--- config.mk ---
export PLATFORM = sky130hd
export DESIGN_NAME = flash_reset_program_status
export DESIGN_NICKNAME = d
export VERILOG_FILES = /design/src/rtl/flash_seq_pkg.sv /design/src/rtl/strobe_sync.sv /design/src/rtl/flash_reset_program_status.sv
export SDC_FILE = /design/constraint.sdc
export NUM_CORES = 1
export LEC_CHECK = 0
export BUFFER_PORTS_ARGS = -buffer_cell sky130_fd_sc_hd__clkbuf_2
export CAP_MARGIN = 15
export CORE_ASPECT_RATIO = 0.9
export CORE_MARGIN = 10
export CORE_UTILIZATION = 40
export CTS_CLUSTER_DIAMETER = 100
export DETAILED_ROUTE_END_ITERATION = 7
export SETUP_SLACK_MARGIN = 0.05
export SLEW_MARGIN = 10
export SYNTH_ARGS = -nofsm -noshare
export SYNTH_HDL_FRONTEND = slang
export SYNTH_HIERARCHICAL = 1
export SYNTH_SLANG_ARGS = --single-unit
--- constraint.sdc ---
create_clock -name mclk_i -period 3 [get_ports mclk_i]
set_input_delay 0.9 -clock mclk_i [delete_from_list [all_inputs] [get_ports mclk_i]]
set_output_delay 0.9 -clock mclk_i [all_outputs]
set_load 0.02 [all_outputs]
--- src/rtl/flash_seq_pkg.sv ---
package flash_seq_pkg;
  localparam int unsigned CLK_PERIOD_NS = 10;
  localparam int unsigned RST_ALGO_READY_US = 11;
  localparam int unsigned RST_IDLE_READY_NS = 500;
  localparam int unsigned RST_STANDBY_US = 20;
  localparam int unsigned BUSY_DELAY_NS = 90;
  localparam int unsigned PROG_TIME_US = 18;
  localparam int unsigned ERASE_TIME_MS = 1000;
  localparam int unsigned RST_ALGO_CYC = RST_ALGO_READY_US * 1000 / CLK_PERIOD_NS;
  localparam int unsigned RST_IDLE_CYC = RST_IDLE_READY_NS / CLK_PERIOD_NS;
  localparam int unsigned RST_STANDBY_CYC = RST_STANDBY_US * 1000 / CLK_PERIOD_NS;
  localparam int unsigned BUSY_DELAY_CYC = BUSY_DELAY_NS / CLK_PERIOD_NS;
  localparam int unsigned PROG_CYC = PROG_TIME_US * 1000 / CLK_PERIOD_NS;
  localparam int unsigned ERASE_CYC = ERASE_TIME_MS * 100000;
  localparam int unsigned CNT_W = 27;
  localparam logic [7:0] CMD_RESET = 8'hF0;
  localparam logic [7:0] CMD_UNLOCK1 = 8'hAA;
  localparam logic [7:0] CMD_UNLOCK2 = 8'h55;
  localparam logic [7:0] CMD_PROGRAM = 8'hA0;
  localparam logic [7:0] CMD_ERASE_SETUP = 8'h80;
  localparam logic [7:0] CMD_SECTOR_ERASE = 8'h30;
  localparam logic [7:0] CMD_SUSPEND = 8'hB0;
  localparam logic [7:0] CMD_RESUME = 8'h30;
  localparam logic [7:0] CMD_PROTECT = 8'h68;
  localparam logic [7:0] CMD_UNPROTECT = 8'h60;
  localparam logic [7:0] CMD_PROTECT_VFY = 8'h48;
  localparam logic [7:0] CMD_UNPROTECT_VFY = 8'h40;
  localparam logic [7:0] PROT_ADDR_LOW = 8'h3A;
  localparam int unsigned SECTOR_LSB = 14;
  localparam int unsigned POLL_BIT = 7;
  localparam int unsigned OP_TOGGLE_BIT = 6;
  localparam int unsigned SUSP_TOGGLE_BIT = 2;
  localparam int unsigned PROTECT_BIT = 0;
  typedef enum logic [5:0] {
    ST_IDLE = 6'h01,
    ST_PROGRAM = 6'h02,
    ST_ERASE = 6'h04,
    ST_SUSPENDED = 6'h08,
    ST_RESET = 6'h10,
    ST_STANDBY = 6'h20
  } state_t;
endpackage

--- src/rtl/strobe_sync.sv ---
`timescale 1ns/1ps
module strobe_sync (
  input wire logic mclk_i,
  input wire logic sys_rst_i,
  input wire logic clk_en_i,
  input wire logic async_i,
  output logic sync_o,
  output logic rise_o,
  output logic fall_o
);
  logic meta_q;
  logic meta_d;
  logic sync_q;
  logic sync_d;
  logic last_q;
  logic last_d;

  always_comb begin
    meta_d = async_i;
    sync_d = meta_q;
    last_d = sync_q;
  end

  always_ff @(posedge mclk_i) begin
    if (sys_rst_i) begin
      meta_q <= 1'b1;
      sync_q <= 1'b1;
      last_q <= 1'b1;
    end else if (clk_en_i) begin
      meta_q <= meta_d;
      sync_q <= sync_d;
      last_q <= last_d;
    end
  end

  assign sync_o = sync_q;
  assign rise_o = sync_q & ~last_q;
  assign fall_o = ~sync_q & last_q;
endmodule

--- src/rtl/flash_reset_program_status.sv ---
`timescale 1ns/1ps
// Overview of operation
// - Reset during algorithm aborts, ready within 11us.
// - Reset while idle gives ready within 500ns.
// - Reset low 20us enters standby.
// - Busy asserts within 90ns of write.
// - Program takes 18us, busy throughout.
// - Sector erase takes 1s, busy except while suspended.
// - Suspend toggle only inside suspended sector.
// - Toggle bits flip on chip select or output strobe.
// - Toggling stops when algorithm completes.
// - Timing select 0: ready with data.
// - Timing select 1: ready one cycle early.
// - Protect 68h, unprotect 60h.
// - Protect verify 48h, unprotect verify 40h.
// - Same cycle counts in both write modes.
// - After F0h one array read, then bursts.
module flash_reset_program_status (
  // Clock, reset and enable.
  input wire logic mclk_i,
  input wire logic sys_rst_i,
  input wire logic clk_en_i,
  // Flash pins.
  input wire logic chip_sel_n_i,
  input wire logic out_strobe_n_i,
  input wire logic write_strobe_n_i,
  input wire logic hw_reset_n_i,
  input wire logic write_protect_n_i,
  input wire logic [19:0] addr_i,
  input wire logic [31:0] data_i,
  // Configuration and array side.
  input wire logic ready_timing_select_i,
  input wire logic burst_enable_i,
  input wire logic [31:0] array_rdata_i,
  // Outputs.
  output logic [31:0] data_o,
  output logic data_oe_o,
  output logic ready_busy_out_n_o,
  output logic burst_ready_o,
  output logic standby_o,
  output logic burst_mode_o,
  output logic [7:0] protect_cmd_o,
  output logic protect_cmd_valid_o
);
  logic cs_n, oe_n, we_n, rst_n;
  logic cs_rise, we_rise, oe_fall, cs_fall;

  strobe_sync u_cs (.mclk_i(mclk_i), .sys_rst_i(sys_rst_i), .clk_en_i(clk_en_i),
    .async_i(chip_sel_n_i), .sync_o(cs_n), .rise_o(cs_rise), .fall_o(cs_fall));
  strobe_sync u_oe (.mclk_i(mclk_i), .sys_rst_i(sys_rst_i), .clk_en_i(clk_en_i),
    .async_i(out_strobe_n_i), .sync_o(oe_n), .rise_o(), .fall_o(oe_fall));
  strobe_sync u_we (.mclk_i(mclk_i), .sys_rst_i(sys_rst_i), .clk_en_i(clk_en_i),
    .async_i(write_strobe_n_i), .sync_o(we_n), .rise_o(we_rise), .fall_o());
  strobe_sync u_rst (.mclk_i(mclk_i), .sys_rst_i(sys_rst_i), .clk_en_i(clk_en_i),
    .async_i(hw_reset_n_i), .sync_o(rst_n), .rise_o(), .fall_o());

  // Address, data and write-protect pins pass two flops like the strobes.
  logic [19:0] addr_s1_q, addr_q;
  logic [31:0] wdata_s1_q, wdata_q;
  logic wp_s1_q, wp_n_q;

  always_ff @(posedge mclk_i) begin
    if (sys_rst_i) begin
      addr_s1_q <= 20'h00000;
      addr_q <= 20'h00000;
      wdata_s1_q <= 32'h00000000;
      wdata_q <= 32'h00000000;
      wp_s1_q <= 1'b1;
      wp_n_q <= 1'b1;
    end else if (clk_en_i) begin
      addr_s1_q <= addr_i;
      addr_q <= addr_s1_q;
      wdata_s1_q <= data_i;
      wdata_q <= wdata_s1_q;
      wp_s1_q <= write_protect_n_i;
      wp_n_q <= wp_s1_q;
    end
  end

  // Write completes on the earlier rising strobe of chip select or write strobe.
  logic wr_evt, rd_evt;
  assign wr_evt = (we_rise & ~cs_n) | (cs_rise & ~we_n);
  assign rd_evt = (oe_fall & ~cs_n) | (cs_fall & ~oe_n);

  flash_seq_pkg::state_t st_q, st_d;
  flash_seq_pkg::state_t resume_q, resume_d;
  logic [flash_seq_pkg::CNT_W-1:0] cnt_q, cnt_d;
  logic [flash_seq_pkg::CNT_W-1:0] rcnt_q, rcnt_d;
  logic [2:0] cyc_q, cyc_d;
  logic [5:0] sus_sector_q, sus_sector_d;
  logic [5:0] op_sector_q, op_sector_d;
  logic tog6_q, tog6_d;
  logic tog2_q, tog2_d;
  logic poll_q, poll_d;
  logic single_q, single_d;
  logic rst_busy_q, rst_busy_d;
  logic [7:0] cmd;
  logic algo;

  assign cmd = wdata_q[7:0];
  assign algo = (st_q == flash_seq_pkg::ST_PROGRAM) || (st_q == flash_seq_pkg::ST_ERASE);

  always_comb begin
    st_d = st_q;
    resume_d = resume_q;
    cnt_d = cnt_q;
    rcnt_d = rcnt_q;
    cyc_d = cyc_q;
    sus_sector_d = sus_sector_q;
    op_sector_d = op_sector_q;
    tog6_d = tog6_q;
    tog2_d = tog2_q;
    poll_d = poll_q;
    single_d = single_q;
    rst_busy_d = rst_busy_q;
    if (!rst_n) begin
      rcnt_d = rcnt_q + 1'b1;
      cyc_d = 3'h0;
      if (rcnt_q == flash_seq_pkg::CNT_W'(flash_seq_pkg::RST_STANDBY_CYC)) begin
        st_d = flash_seq_pkg::ST_STANDBY;
      end else if (st_q != flash_seq_pkg::ST_STANDBY) begin
        if (algo) begin
          st_d = flash_seq_pkg::ST_RESET;
          cnt_d = flash_seq_pkg::CNT_W'(flash_seq_pkg::RST_ALGO_CYC - 4);
          rst_busy_d = 1'b1;
        end else if (st_q != flash_seq_pkg::ST_RESET) begin
          st_d = flash_seq_pkg::ST_RESET;
          cnt_d = flash_seq_pkg::CNT_W'(flash_seq_pkg::RST_IDLE_CYC - 2);
          rst_busy_d = 1'b0;
        end else if (cnt_q != '0) begin
          cnt_d = cnt_q - 1'b1;
        end else begin
          rst_busy_d = 1'b0;
        end
      end
    end else begin
      rcnt_d = '0;
      case (st_q)
        flash_seq_pkg::ST_RESET, flash_seq_pkg::ST_STANDBY: begin
          st_d = flash_seq_pkg::ST_IDLE;
          rst_busy_d = 1'b0;
          single_d = 1'b1;
        end
        flash_seq_pkg::ST_PROGRAM, flash_seq_pkg::ST_ERASE: begin
          if (cnt_q == '0) begin
            st_d = flash_seq_pkg::ST_IDLE;
          end else begin
            cnt_d = cnt_q - 1'b1;
          end
          if (wr_evt && cmd == flash_seq_pkg::CMD_SUSPEND && st_q == flash_seq_pkg::ST_ERASE) begin
            st_d = flash_seq_pkg::ST_SUSPENDED;
            resume_d = st_q;
            sus_sector_d = op_sector_q;
          end
        end
        flash_seq_pkg::ST_SUSPENDED: begin
          if (wr_evt && cmd == flash_seq_pkg::CMD_RESUME) begin
            st_d = resume_q;
          end
        end
        flash_seq_pkg::ST_IDLE: begin
          if (wr_evt) begin
            cyc_d = 3'h0;
            if (cmd == flash_seq_pkg::CMD_RESET) begin
              single_d = 1'b1;
            end else if (cyc_q == 3'h0 && cmd == flash_seq_pkg::CMD_UNLOCK1) begin
              cyc_d = 3'h1;
            end else if (cyc_q == 3'h1 && cmd == flash_seq_pkg::CMD_UNLOCK2) begin
              cyc_d = 3'h2;
            end else if (cyc_q == 3'h2 && cmd == flash_seq_pkg::CMD_PROGRAM) begin
              cyc_d = 3'h3;
            end else if (cyc_q == 3'h2 && cmd == flash_seq_pkg::CMD_ERASE_SETUP) begin
              cyc_d = 3'h4;
            end else if (cyc_q == 3'h4 && cmd == flash_seq_pkg::CMD_UNLOCK1) begin
              cyc_d = 3'h5;
            end else if (cyc_q == 3'h5 && cmd == flash_seq_pkg::CMD_UNLOCK2) begin
              cyc_d = 3'h6;
            end else if (cyc_q == 3'h3 && wp_n_q) begin
              st_d = flash_seq_pkg::ST_PROGRAM;
              cnt_d = flash_seq_pkg::CNT_W'(flash_seq_pkg::PROG_CYC - 1);
              poll_d = ~wdata_q[flash_seq_pkg::POLL_BIT];
              op_sector_d = addr_q[19:flash_seq_pkg::SECTOR_LSB];
            end else if (cyc_q == 3'h6 && cmd == flash_seq_pkg::CMD_SECTOR_ERASE && wp_n_q) begin
              st_d = flash_seq_pkg::ST_ERASE;
              cnt_d = flash_seq_pkg::CNT_W'(flash_seq_pkg::ERASE_CYC - 1);
              poll_d = 1'b0;
              op_sector_d = addr_q[19:flash_seq_pkg::SECTOR_LSB];
            end
          end
        end
        default: st_d = flash_seq_pkg::ST_IDLE;
      endcase
      if (rd_evt) begin
        single_d = 1'b0;
        if (algo) begin
          tog6_d = ~tog6_q;
        end
        if (st_q == flash_seq_pkg::ST_SUSPENDED &&
            addr_q[19:flash_seq_pkg::SECTOR_LSB] == sus_sector_q) begin
          tog2_d = ~tog2_q;
        end
      end
    end
  end

  always_ff @(posedge mclk_i) begin
    if (sys_rst_i) begin
      st_q <= flash_seq_pkg::ST_IDLE;
      resume_q <= flash_seq_pkg::ST_ERASE;
      cnt_q <= '0;
      rcnt_q <= '0;
      cyc_q <= 3'h0;
      sus_sector_q <= 6'h3F;
      op_sector_q <= 6'h00;
      tog6_q <= 1'b0;
      tog2_q <= 1'b0;
      poll_q <= 1'b0;
      single_q <= 1'b1;
      rst_busy_q <= 1'b0;
    end else if (clk_en_i) begin
      st_q <= st_d;
      resume_q <= resume_d;
      cnt_q <= cnt_d;
      rcnt_q <= rcnt_d;
      cyc_q <= cyc_d;
      sus_sector_q <= sus_sector_d;
      op_sector_q <= op_sector_d;
      tog6_q <= tog6_d;
      tog2_q <= tog2_d;
      poll_q <= poll_d;
      single_q <= single_d;
      rst_busy_q <= rst_busy_d;
    end
  end

  // Output stage: every pin comes from a flop.
  logic [31:0] dout_d;
  logic vld_d, vld_q, busy_d;

  always_comb begin
    dout_d = array_rdata_i;
    if (algo) begin
      dout_d = 32'h00000000;
      dout_d[flash_seq_pkg::POLL_BIT] = poll_q;
      dout_d[flash_seq_pkg::OP_TOGGLE_BIT] = tog6_q;
      dout_d[flash_seq_pkg::SUSP_TOGGLE_BIT] = tog2_q;
    end else if (st_q == flash_seq_pkg::ST_SUSPENDED &&
                 addr_q[19:flash_seq_pkg::SECTOR_LSB] == sus_sector_q) begin
      dout_d = 32'h00000000;
      dout_d[flash_seq_pkg::POLL_BIT] = 1'b1;
      dout_d[flash_seq_pkg::SUSP_TOGGLE_BIT] = tog2_q;
    end
    vld_d = ~cs_n & ~oe_n & rst_n;
    busy_d = (st_d == flash_seq_pkg::ST_PROGRAM) || (st_d == flash_seq_pkg::ST_ERASE) ||
             (st_d == flash_seq_pkg::ST_RESET && rst_busy_d);
  end

  always_ff @(posedge mclk_i) begin
    if (sys_rst_i) begin
      data_o <= 32'h00000000;
      data_oe_o <= 1'b0;
      vld_q <= 1'b0;
      ready_busy_out_n_o <= 1'b1;
      burst_ready_o <= 1'b0;
      standby_o <= 1'b0;
      burst_mode_o <= 1'b0;
      protect_cmd_o <= 8'h00;
      protect_cmd_valid_o <= 1'b0;
    end else if (clk_en_i) begin
      data_o <= dout_d;
      data_oe_o <= vld_q;
      vld_q <= vld_d;
      ready_busy_out_n_o <= ~busy_d;
      burst_ready_o <= ready_timing_select_i ? vld_d : vld_q;
      standby_o <= (st_d == flash_seq_pkg::ST_STANDBY);
      burst_mode_o <= burst_enable_i & ~single_d;
      protect_cmd_valid_o <= 1'b0;
      if (wr_evt && st_q == flash_seq_pkg::ST_IDLE && rst_n &&
          addr_q[7:0] == flash_seq_pkg::PROT_ADDR_LOW &&
          (cmd == flash_seq_pkg::CMD_PROTECT || cmd == flash_seq_pkg::CMD_UNPROTECT ||
           cmd == flash_seq_pkg::CMD_PROTECT_VFY ||
           cmd == flash_seq_pkg::CMD_UNPROTECT_VFY)) begin
        protect_cmd_o <= cmd;
        protect_cmd_valid_o <= 1'b1;
      end
    end
  end
endmodule

# Word-level counts from Yosys, hierarchy flattened
# Cells that the tools add are included.
dict set report word_totals {
  reg_bits 202
  out_inout_bits 46
}
dict set report classes {
  add_sub_neg 2
  eq_ne 46
  mux 68
  bitwise_logic 30
  reduce_logical 39
}
# operator n
set ops {}
lappend ops {{2-to-1 mux 27 bit} 18}
lappend ops {{2-to-1 mux 6 bit} 20}
lappend ops {{2-to-1 mux 32 bit} 2}
lappend ops {{case mux 27 bit (2 select lines)} 1}
lappend ops {{== test 8 x 7 -> 1 bit, second input constant} 5}
lappend ops {{== test 8 bit, second input constant} 5}
lappend ops {{2-to-1 mux 3 bit} 10}
lappend ops {{!= test 3 bit, second input constant} 10}
lappend ops {{adder 27 x 1 -> 27 bit, second input constant} 1}
lappend ops {{== test 27 x 11 -> 1 bit, second input constant} 1}
lappend ops {{logical NOT 27 bit} 1}
lappend ops {{nonzero test 27 bit} 1}
lappend ops {{subtractor 27 x 1 -> 27 bit, second input constant} 1}
lappend ops {{logical AND 1 bit} 18}
lappend ops {{case mux 6 bit (3 select lines)} 1}
lappend ops {{NOT 1 bit} 17}
lappend ops {{== test 8 x 6 -> 1 bit, second input constant} 2}
lappend ops {{2-to-1 mux 1 bit} 15}
lappend ops {{AND reduction 15 bit} 1}
lappend ops {{== test 6 x 2 -> 1 bit, second input constant} 2}
lappend ops {{== test 6 x 3 -> 1 bit, second input constant} 2}
lappend ops {{== test 6 x 5 -> 1 bit, second input constant} 2}
lappend ops {{== test 6 bit, second input constant} 2}
lappend ops {{AND reduction 12 bit} 1}
lappend ops {{other kinds (22)} 46}

# Logic depth before layout (Yosys ltp)
# Gate-level depths: netlist of the first run.
dict set report depth {
  ltp_word 19
  mapped_depth 12
  mapped_depth_nobuf 9
}

# Cells and area by module
# Netlist of the first run, hierarchy kept.
# mod n_inst cells_each area_each_um2 seq_area_each_um2
set modules_own_cells {}
lappend modules_own_cells {flash_reset_program_status 1 959 8082.8 3583.4}
lappend modules_own_cells {strobe_sync 4 11 117.6 60.1}

# Least setup slack after synthesis of the first run
# OpenSTA, ideal clock, no wires.
dict set report synth_timing {
  path_kind {register to register}
  start {register cnt_q[0] in the netlist's numbering}
  end {register cnt_q[24] in the netlist's numbering}
  arrival_time_ns 2.643
  path_slack_ns 0.225
  path_stages_with_launch 12
  path_buffers 2
  cell_sequence {dfxtp_1 inv_1 ha_1 or4b_4 or2_1 buf_6 or4_4 o221ai_2 a21oi_1 clkbuf_1 o21ai_0 a21oi_2}
}
dict set report synth_via {
  elab_chain_cells 7
  elab_cells_between_ends 14
  classes_between {add/sub: 1; eq/ne: 1; mux: 8; reduce/logical: 4}
}
# element line
set synth_lines {}
lappend synth_lines {{start: declaration} flash_reset_program_status.sv:87} ;# logic [flash_seq_pkg::CNT_W-1:0] cnt_q, cnt_d;
lappend synth_lines {{start signal: assignment} flash_reset_program_status.sv:223} ;# cnt_q <= cnt_d;
lappend synth_lines {{subtractor 27 x 1 -> 27 bit} {flash_reset_program_status.sv:131, flash_reset_program_status.sv:148}}
lappend synth_lines {{2-to-1 mux 27 bit} flash_reset_program_status.sv:130} ;# end else if (cnt_q != '0) begin
lappend synth_lines {{2-to-1 mux 27 bit} flash_reset_program_status.sv:126} ;# end else if (st_q != flash_seq_pkg::ST_RESET) begin
lappend synth_lines {{2-to-1 mux 27 bit} flash_reset_program_status.sv:122} ;# if (algo) begin
lappend synth_lines {{2-to-1 mux 27 bit} flash_reset_program_status.sv:121} ;# end else if (st_q != flash_seq_pkg::ST_STANDBY) begin
lappend synth_lines {{2-to-1 mux 27 bit} flash_reset_program_status.sv:119} ;# if (rcnt_q == flash_seq_pkg::CNT_W'(flash_seq_pkg::RST_STANDBY_CYC)) begin
lappend synth_lines {{2-to-1 mux 27 bit} flash_reset_program_status.sv:116} ;# if (!rst_n) begin
# Several ways; a longest one is shown, not always the timed one. The select of a mux whose other input is x is not followed.
# A chain may end at the register's enable or synchronous reset.

# Worst setup path in the final report of the first run
dict set report layout_timing {
  start {register cnt_q[1] in the netlist's numbering}
  end {register cnt_q[5] in the netlist's numbering}
}
# The elaborated chain is that of the path after synthesis.

==> flow_summary_export.csv, run 1 <==
group,metric,value,unit
outcome,status,"completed",
timing,tns,0,ns
global_routing,grt_pass1_vias,6820,
synthesis,syn_area,8490,µm²
placement,place_area,9490,µm²
synthesis,synth_nets,1093,
route,wl_per_cell,14.9,µm
min_path,hold_class,"reg2reg",
route,ant_nets,0,
timing,hold_viol,0,
worst_setup_path,crit_fanout,14,
floorplanning,design.die.area,27500,µm²
floorplanning,fp.dieH,158,µm
worst_setup_path,r2r-end,"cnt_q[5]",
synthesis,ys.warnings.count,6,
floorplanning,initial_core_util,40.8,%
global_routing,antenna_found_initial,0,
worst_setup_path,timing.critical_path.to_type,"flip-flop",
clocking,clk_path_buf_depth,2,
global_routing,track_usage,14.8,%
finish,final_util,48.7,%
finish,drive_gt1_share,18.1,%
pwr,pwr_density_cell,601,nW/µm²
clocking,h-tree-depth,4,
route,drtIter0Drc,430,
clocking,post-cts-setup-buffer-count,0,
worst_setup_path,required,3.37,ns
worst_setup_path,ff2ff_setup_slack,0.20,ns
worst_setup_path,cp.arrival,3.16,ns
timing,setup_viol,0,
timing,worst_pin_slew,0.629,ns
synthesis,postSynthAreaPerCell,8.53,µm²
route,drc,0,
pwr,peakVddDrop,444,µV
clocking,cts_tree,"built",
finish,fillers,2048,
synthesis,synthCells,996,
finish,diodes,0,
pwr,pwr-share-comb,15.1,%
route,dr.pass1.iters,5,
timing,period_minus_slack,2.80,ns
finish,final_area,10100,µm²
finish,mostFrequentLayoutCells,"190 x dfxtp_1, 138 x nor2_1, 107 x clkbuf_2, 83 x a21oi_1, 80 x nand2_1",
clocking,clock_insertion_delay_worst_skew,0.44,ns
route,wl,20900,µm
timing,rsz0062_at_grt,"no",
finish,mostFrequentLayoutCell,"dfxtp_1",
global_routing,grt_pass1_wl,34300,µm
finish,area_growth,19.5,%
clocking,path_clk_slew,0.07,ns
pwr,swShare,27.9,%
finish,fin_nets,1203,
timing,relSlewSlack,57.0,%
pwr,p_switching,1.70,mW
route,via_per_inst,5.17,
placement,port_buffers,109,
timing,setup_ws,0.205,ns
placement,finalWeightedCongestion,0.820,
worst_setup_path,worstSetupStartpointType,"flip-flop",
worst_setup_path,reg2reg_depth,10,
global_routing,grt_max_degree,74,
worst_setup_path,endpoint,"cnt_q[5]",
placement,dp_slack,0.148,ns
pwr,p_int,4.40,mW
route,vias,7261,
timing,fmax,358,MHz
placement,hpwl,14700,µm
flow_run,drv_cap,0,
global_routing,grt_overflow,0,
pwr,finalPower,6.10,mW
worst_setup_path,path_class,"reg2reg",
floorplanning,row_count,50,
timing,slew_violations,0,
worst_setup_path,worstSetupStartpoint,"cnt_q[1]",
timing,timing.final.crit_share,93.2,%
worst_setup_path,reg2reg_from,"cnt_q[1]",
pwr,seqPwrFrac,44.3,%
clocking,clockRootBuffer,"clkbuf_16",
clocking,cts.sinks,190,
floorplanning,core,20800,µm²
pwr,leakage,4.16,nW
timing,final.setup_skew,0.00953,ns
clocking,cts_made_buffers,17,
pwr,pwr-share-clk,40.6,%
floorplanning,ios,140,
floorplanning,die_w,174,µm
critical path, stage by stage, from the launching register on:
cell and delay [ns]:
dfxtp_1 0.33, inv_1 0.06, ha_1 0.14, or4b_4 0.51
or2_4 0.30, or4_4 0.53, o221ai_2 0.23, a21o_4 0.22
buf_12 0.15, o21ai_0 0.09, a21oi_1 0.15
routing by layer:
metal	up-vias	share of wire, %	global-route usage (%)	wire length [µm]
li1	3742	-	-	-
met1	3387	48	19.3	9950
met2	117	47	24.3	9940
met3	15	4.1	3.60	856
met4	0	0.87	3.46	182
met5	-	0	0	0
sequential cells by signal, indices dropped and copies added, names as in the netlist, 3 cells and up:
register / cells
addr_q: 14
resume_q: 6
wdata_s1_q: 8
cnt_q: 27
data_o: 32
rcnt_q: 27
cyc_q: 3
addr_s1_q: 14
st_q: 6
op_sector_q: 6
sus_sector_q: 6
wdata_q: 8
protect_cmd_o: 8
worst min path at each step:
stage | from | end | slack (ns) | cells after the start
after detailed placement | resume_q[2] | resume_q[2] | 0.41 | 2
final | resume_q[2] | resume_q[2] | 0.43 | 2
after global placement | resume_q[2] | resume_q[2] | 0.41 | 2
after floorplan | resume_q[2] | resume_q[2] | 0.39 | 2
after global routing | resume_q[3] | resume_q[3] | 0.47 | 1
after CTS | resume_q[2] | resume_q[2] | 0.43 | 2
per-stage QoR:
stage	instances	hold WS, ns
3_5_place_dp	1373	0.413
4_1_cts	1405	0.433
2_1_floorplan	996	0.392
3_3_place_gp	1373	0.412
5_1_grt	1405	0.474
6_report	1405	0.430
final cells by class:
type / instances / area (µm²) / share of cell area (%)
flip-flops and latches: 190 / 3800 / 37.5
inverters: 14 / 52.6 / 0.518
repair buffers: 147 / 873 / 8.61
clock inverters: 14 / 211 / 2.08
clock buffers: 18 / 439 / 4.33
well taps: 286 / 358 / 3.53
multi-input cells: 736 / 4410 / 43.4
power groups by stage:
stage	Sequential, mW	Clock (mW)	Combinational, mW
CTS	2.70	2.54	0.914
floorplan	2.77	0	0.605
global placement	2.76	0	0.905
detailed placement	2.76	0	0.909
global route	2.72	2.64	1.03
finish	2.70	2.48	0.919
repair_timing:
| item | in CTS | in global routing |
|---|---|---|
| setup endpoints to repair | 0 | 19 |
| resized for setup | 0 | 2 |
| hold buffers | 0 | 0 |
No activity file was read; power rests on OpenSTA's default activity.
==> run 2, diff against run 1 <==
--- a/config.mk
+++ b/config.mk
@@ -9,9 +9,11 @@
 export CAP_MARGIN = 15
 export CORE_ASPECT_RATIO = 0.9
 export CORE_MARGIN = 10
-export CORE_UTILIZATION = 40
+export CORE_UTILIZATION = 51
 export CTS_CLUSTER_DIAMETER = 100
 export DETAILED_ROUTE_END_ITERATION = 7
+export GPL_ROUTABILITY_DRIVEN = 0
+export PLACE_DENSITY = 0.76
 export SETUP_SLACK_MARGIN = 0.05
 export SLEW_MARGIN = 10
 export SYNTH_ARGS = -nofsm -noshare
==> flow_summary_export.csv, run 2 (same netlist as run 1, synthesis figures left out) <==
group,metric,value,unit
timing,slew_violations,0,
clocking,clockRootBuffer,"clkbuf_16",
worst_setup_path,reg2reg_from,"cnt_q[1]",
pwr,p_switching,1.68,mW
pwr,seqPwrFrac,46.1,%
clocking,cts_tree,"built",
route,drc,0,
worst_setup_path,crit_chain,"inv_1 -> ha_1 -> or4b_4 -> or2_4 -> or4_4 -> o221ai_2 -> a21oi_1 -> buf_4 -> a31oi_2 -> a311oi_2",
finish,mostFrequentLayoutCells,"190 x dfxtp_1, 138 x nor2_1, 107 x clkbuf_2, 83 x a21oi_1, 80 x nand2_1",
timing,hold_ws,0.430,ns
finish,largest_reg_flops,32,
worst_setup_path,required,3.30,ns
global_routing,antenna_found_initial,0,
global_routing,busiest_layer,"met2",
pwr,leakage,4.14,nW
floorplanning,initial_core_util,52.3,%
global_routing,grt_overflow,0,
min_path,whs_path_depth,2,
pwr,pwr-share-clk,38.4,%
pwr,pwr_density_cell,589,nW/µm²
outcome,status,"completed",
finish,drive_gt1_share,18.5,%
route,drtIter0Drc,476,
min_path,hp-start,"resume_q[2]",
floorplanning,core,16200,µm²
global_routing,grt_pass1_wl,34200,µm
clocking,clock_insertion_delay_worst_skew,0.44,ns
pwr,swShare,28.6,%
global_routing,grt_pass1_vias,7148,
worst_setup_path,cp_top_family,"simple AND/OR/NAND/NOR gates",
clocking,h-tree-depth,4,
route,ant_nets,0,
worst_setup_path,cp.arrival,3.14,ns
worst_setup_path,reg2reg_depth,10,
route,wl,20400,µm
placement,port_buffers,109,
clocking,cts_made_buffers,17,
timing,relSlewSlack,33.9,%
global_routing,use_met2,29.4,%
finish,regMostFlops,"data_o",
worst_setup_path,crit_fanout,9,
flow_run,drv_cap,0,
timing,worst_pin_slew,0.992,ns
timing,final.setup_skew,0.0138,ns
route,wl_per_cell,15.4,µm
route,via_per_inst,5.64,
finish,biggestRegsByFlops,"data_o: 32 flops, cnt_q: 27 flops, rcnt_q: 27 flops",
worst_setup_path,r2r-end,"cnt_q[25]",
global_routing,use_met1,23.2,%
placement,hpwl,14300,µm
clocking,clk_path_buf_depth,2,
min_path,hold_class,"reg2reg",
timing,period_minus_slack,2.85,ns
timing,hold_viol,0,
timing,fmax,351,MHz
worst_setup_path,cpPeakStageDelay,0.53,ns
clocking,path_clk_slew,0.07,ns
worst_setup_path,cp_num_buf_inv,2,
worst_setup_path,ff2ff_setup_slack,0.15,ns
timing,timing.final.crit_share,94.9,%
pwr,peakVddDrop,528,µV
finish,mostFrequentLayoutCell,"dfxtp_1",
timing,setup_viol,0,
finish,fin_nets,1206,
worst_setup_path,path_class,"reg2reg",
min_path,hold_end,"resume_q[2]",
worst_setup_path,timing.critical_path.to_type,"flip-flop",
floorplanning,row_count,44,
pwr,pwr-share-comb,15.5,%
finish,diodes,0,
worst_setup_path,cp_slowest_cell,"or4_4",
pwr,p_int,4.20,mW
worst_setup_path,worstSetupStartpointType,"flip-flop",
route,dr.pass1.iters,6,
timing,tns,0,ns
clocking,cts_hold_buffers,0,
floorplanning,die_w,156,µm
global_routing,grt_max_degree,74,
floorplanning,design.die.area,22200,µm²
timing,rsz0062_at_grt,"yes",
route,vias,7497,
clocking,cts.sinks,190,
global_routing,met3_usage,4.11,%
floorplanning,fp.dieH,142,µm
finish,area_growth,17.6,%
floorplanning,ios,140,
global_routing,track_usage,18.2,%
run 2: cell types whose count changed in the layout (fill, tap and decap cells not counted), moves of 2 or more:
cell,delta
inv_6,-2
buf_12,-3
buf_4,+6
clkinvlp_4,+2
inv_8,+2
clkinv_2,+2
bufinv_16,-2
run 2: power groups by stage:
stage          sequential [mW]  clock, mW  combinational (mW)
2_1_floorplan             2.77          0               0.605
3_3_place_gp              2.76          0               0.872
3_5_place_dp              2.77          0               0.885
4_1_cts                   2.71       2.30               0.892
5_1_grt                   2.73       2.41                1.01
6_report                  2.71       2.26               0.910
run 2: layout make-up:
class | count | area, µm²
Clock inverter | 15 | 173
Clock buffer | 17 | 425
Sequential cell | 190 | 3800
Tap cell | 207 | 259
Inverter | 14 | 52.6
Timing Repair Buffer | 150 | 858
Fill cell | 1430 | 6250
Multi-Input combinational cell | 736 | 4420
run 2: how the worst max path moves through the flow:
stage	startpoint	to	slack, ns	cells after the start
floorplan	cnt_q[0]	cnt_q[24]	0.22	11
global placement	cnt_q[1]	cnt_q[26]	0.13	10
detailed placement	cnt_q[1]	cnt_q[15]	0.10	10
CTS	cnt_q[1]	cnt_q[26]	0.07	10
global route	cnt_q[0]	cnt_q[10]	0.04	10
finish	cnt_q[1]	cnt_q[25]	0.15	10
run 2: per-stage QoR:
step | setup WS [ns] | instances | area [µm²] | util, % | power [mW]
final | 0.154 | 1329 | 9990 | 61.5 | 5.88
after global routing | 0.0374 | 1329 | 9990 | 61.5 | 6.14
after CTS | 0.0683 | 1328 | 9960 | 61.3 | 5.90
after detailed placement | 0.101 | 1296 | 9370 | 57.7 | 3.65
after global placement | 0.129 | 1296 | 9370 | 57.7 | 3.63
after floorplan | 0.225 | 996 | 8490 | - | 3.38
run 2: per-layer routing:
metal / share of wire [%] / vias up
met5: 0 / -
met4: 2.3 / 0
met3: 4.4 / 33
met2: 47 / 171
met1: 46 / 3521
li1: - / 3772
run 2: what timing repair did:
item | CTS | global route
gates resized for setup | 0 | 4
buffers inserted | 0 | 1
setup endpoints to repair | 0 | 22
hold endpoints to repair | 0 | 0
run 2: worst min-delay path: stages (launching register included):
cell	delay, ns
dfxtp_1	0.31
inv_1	0.05
nand2_1	0.05
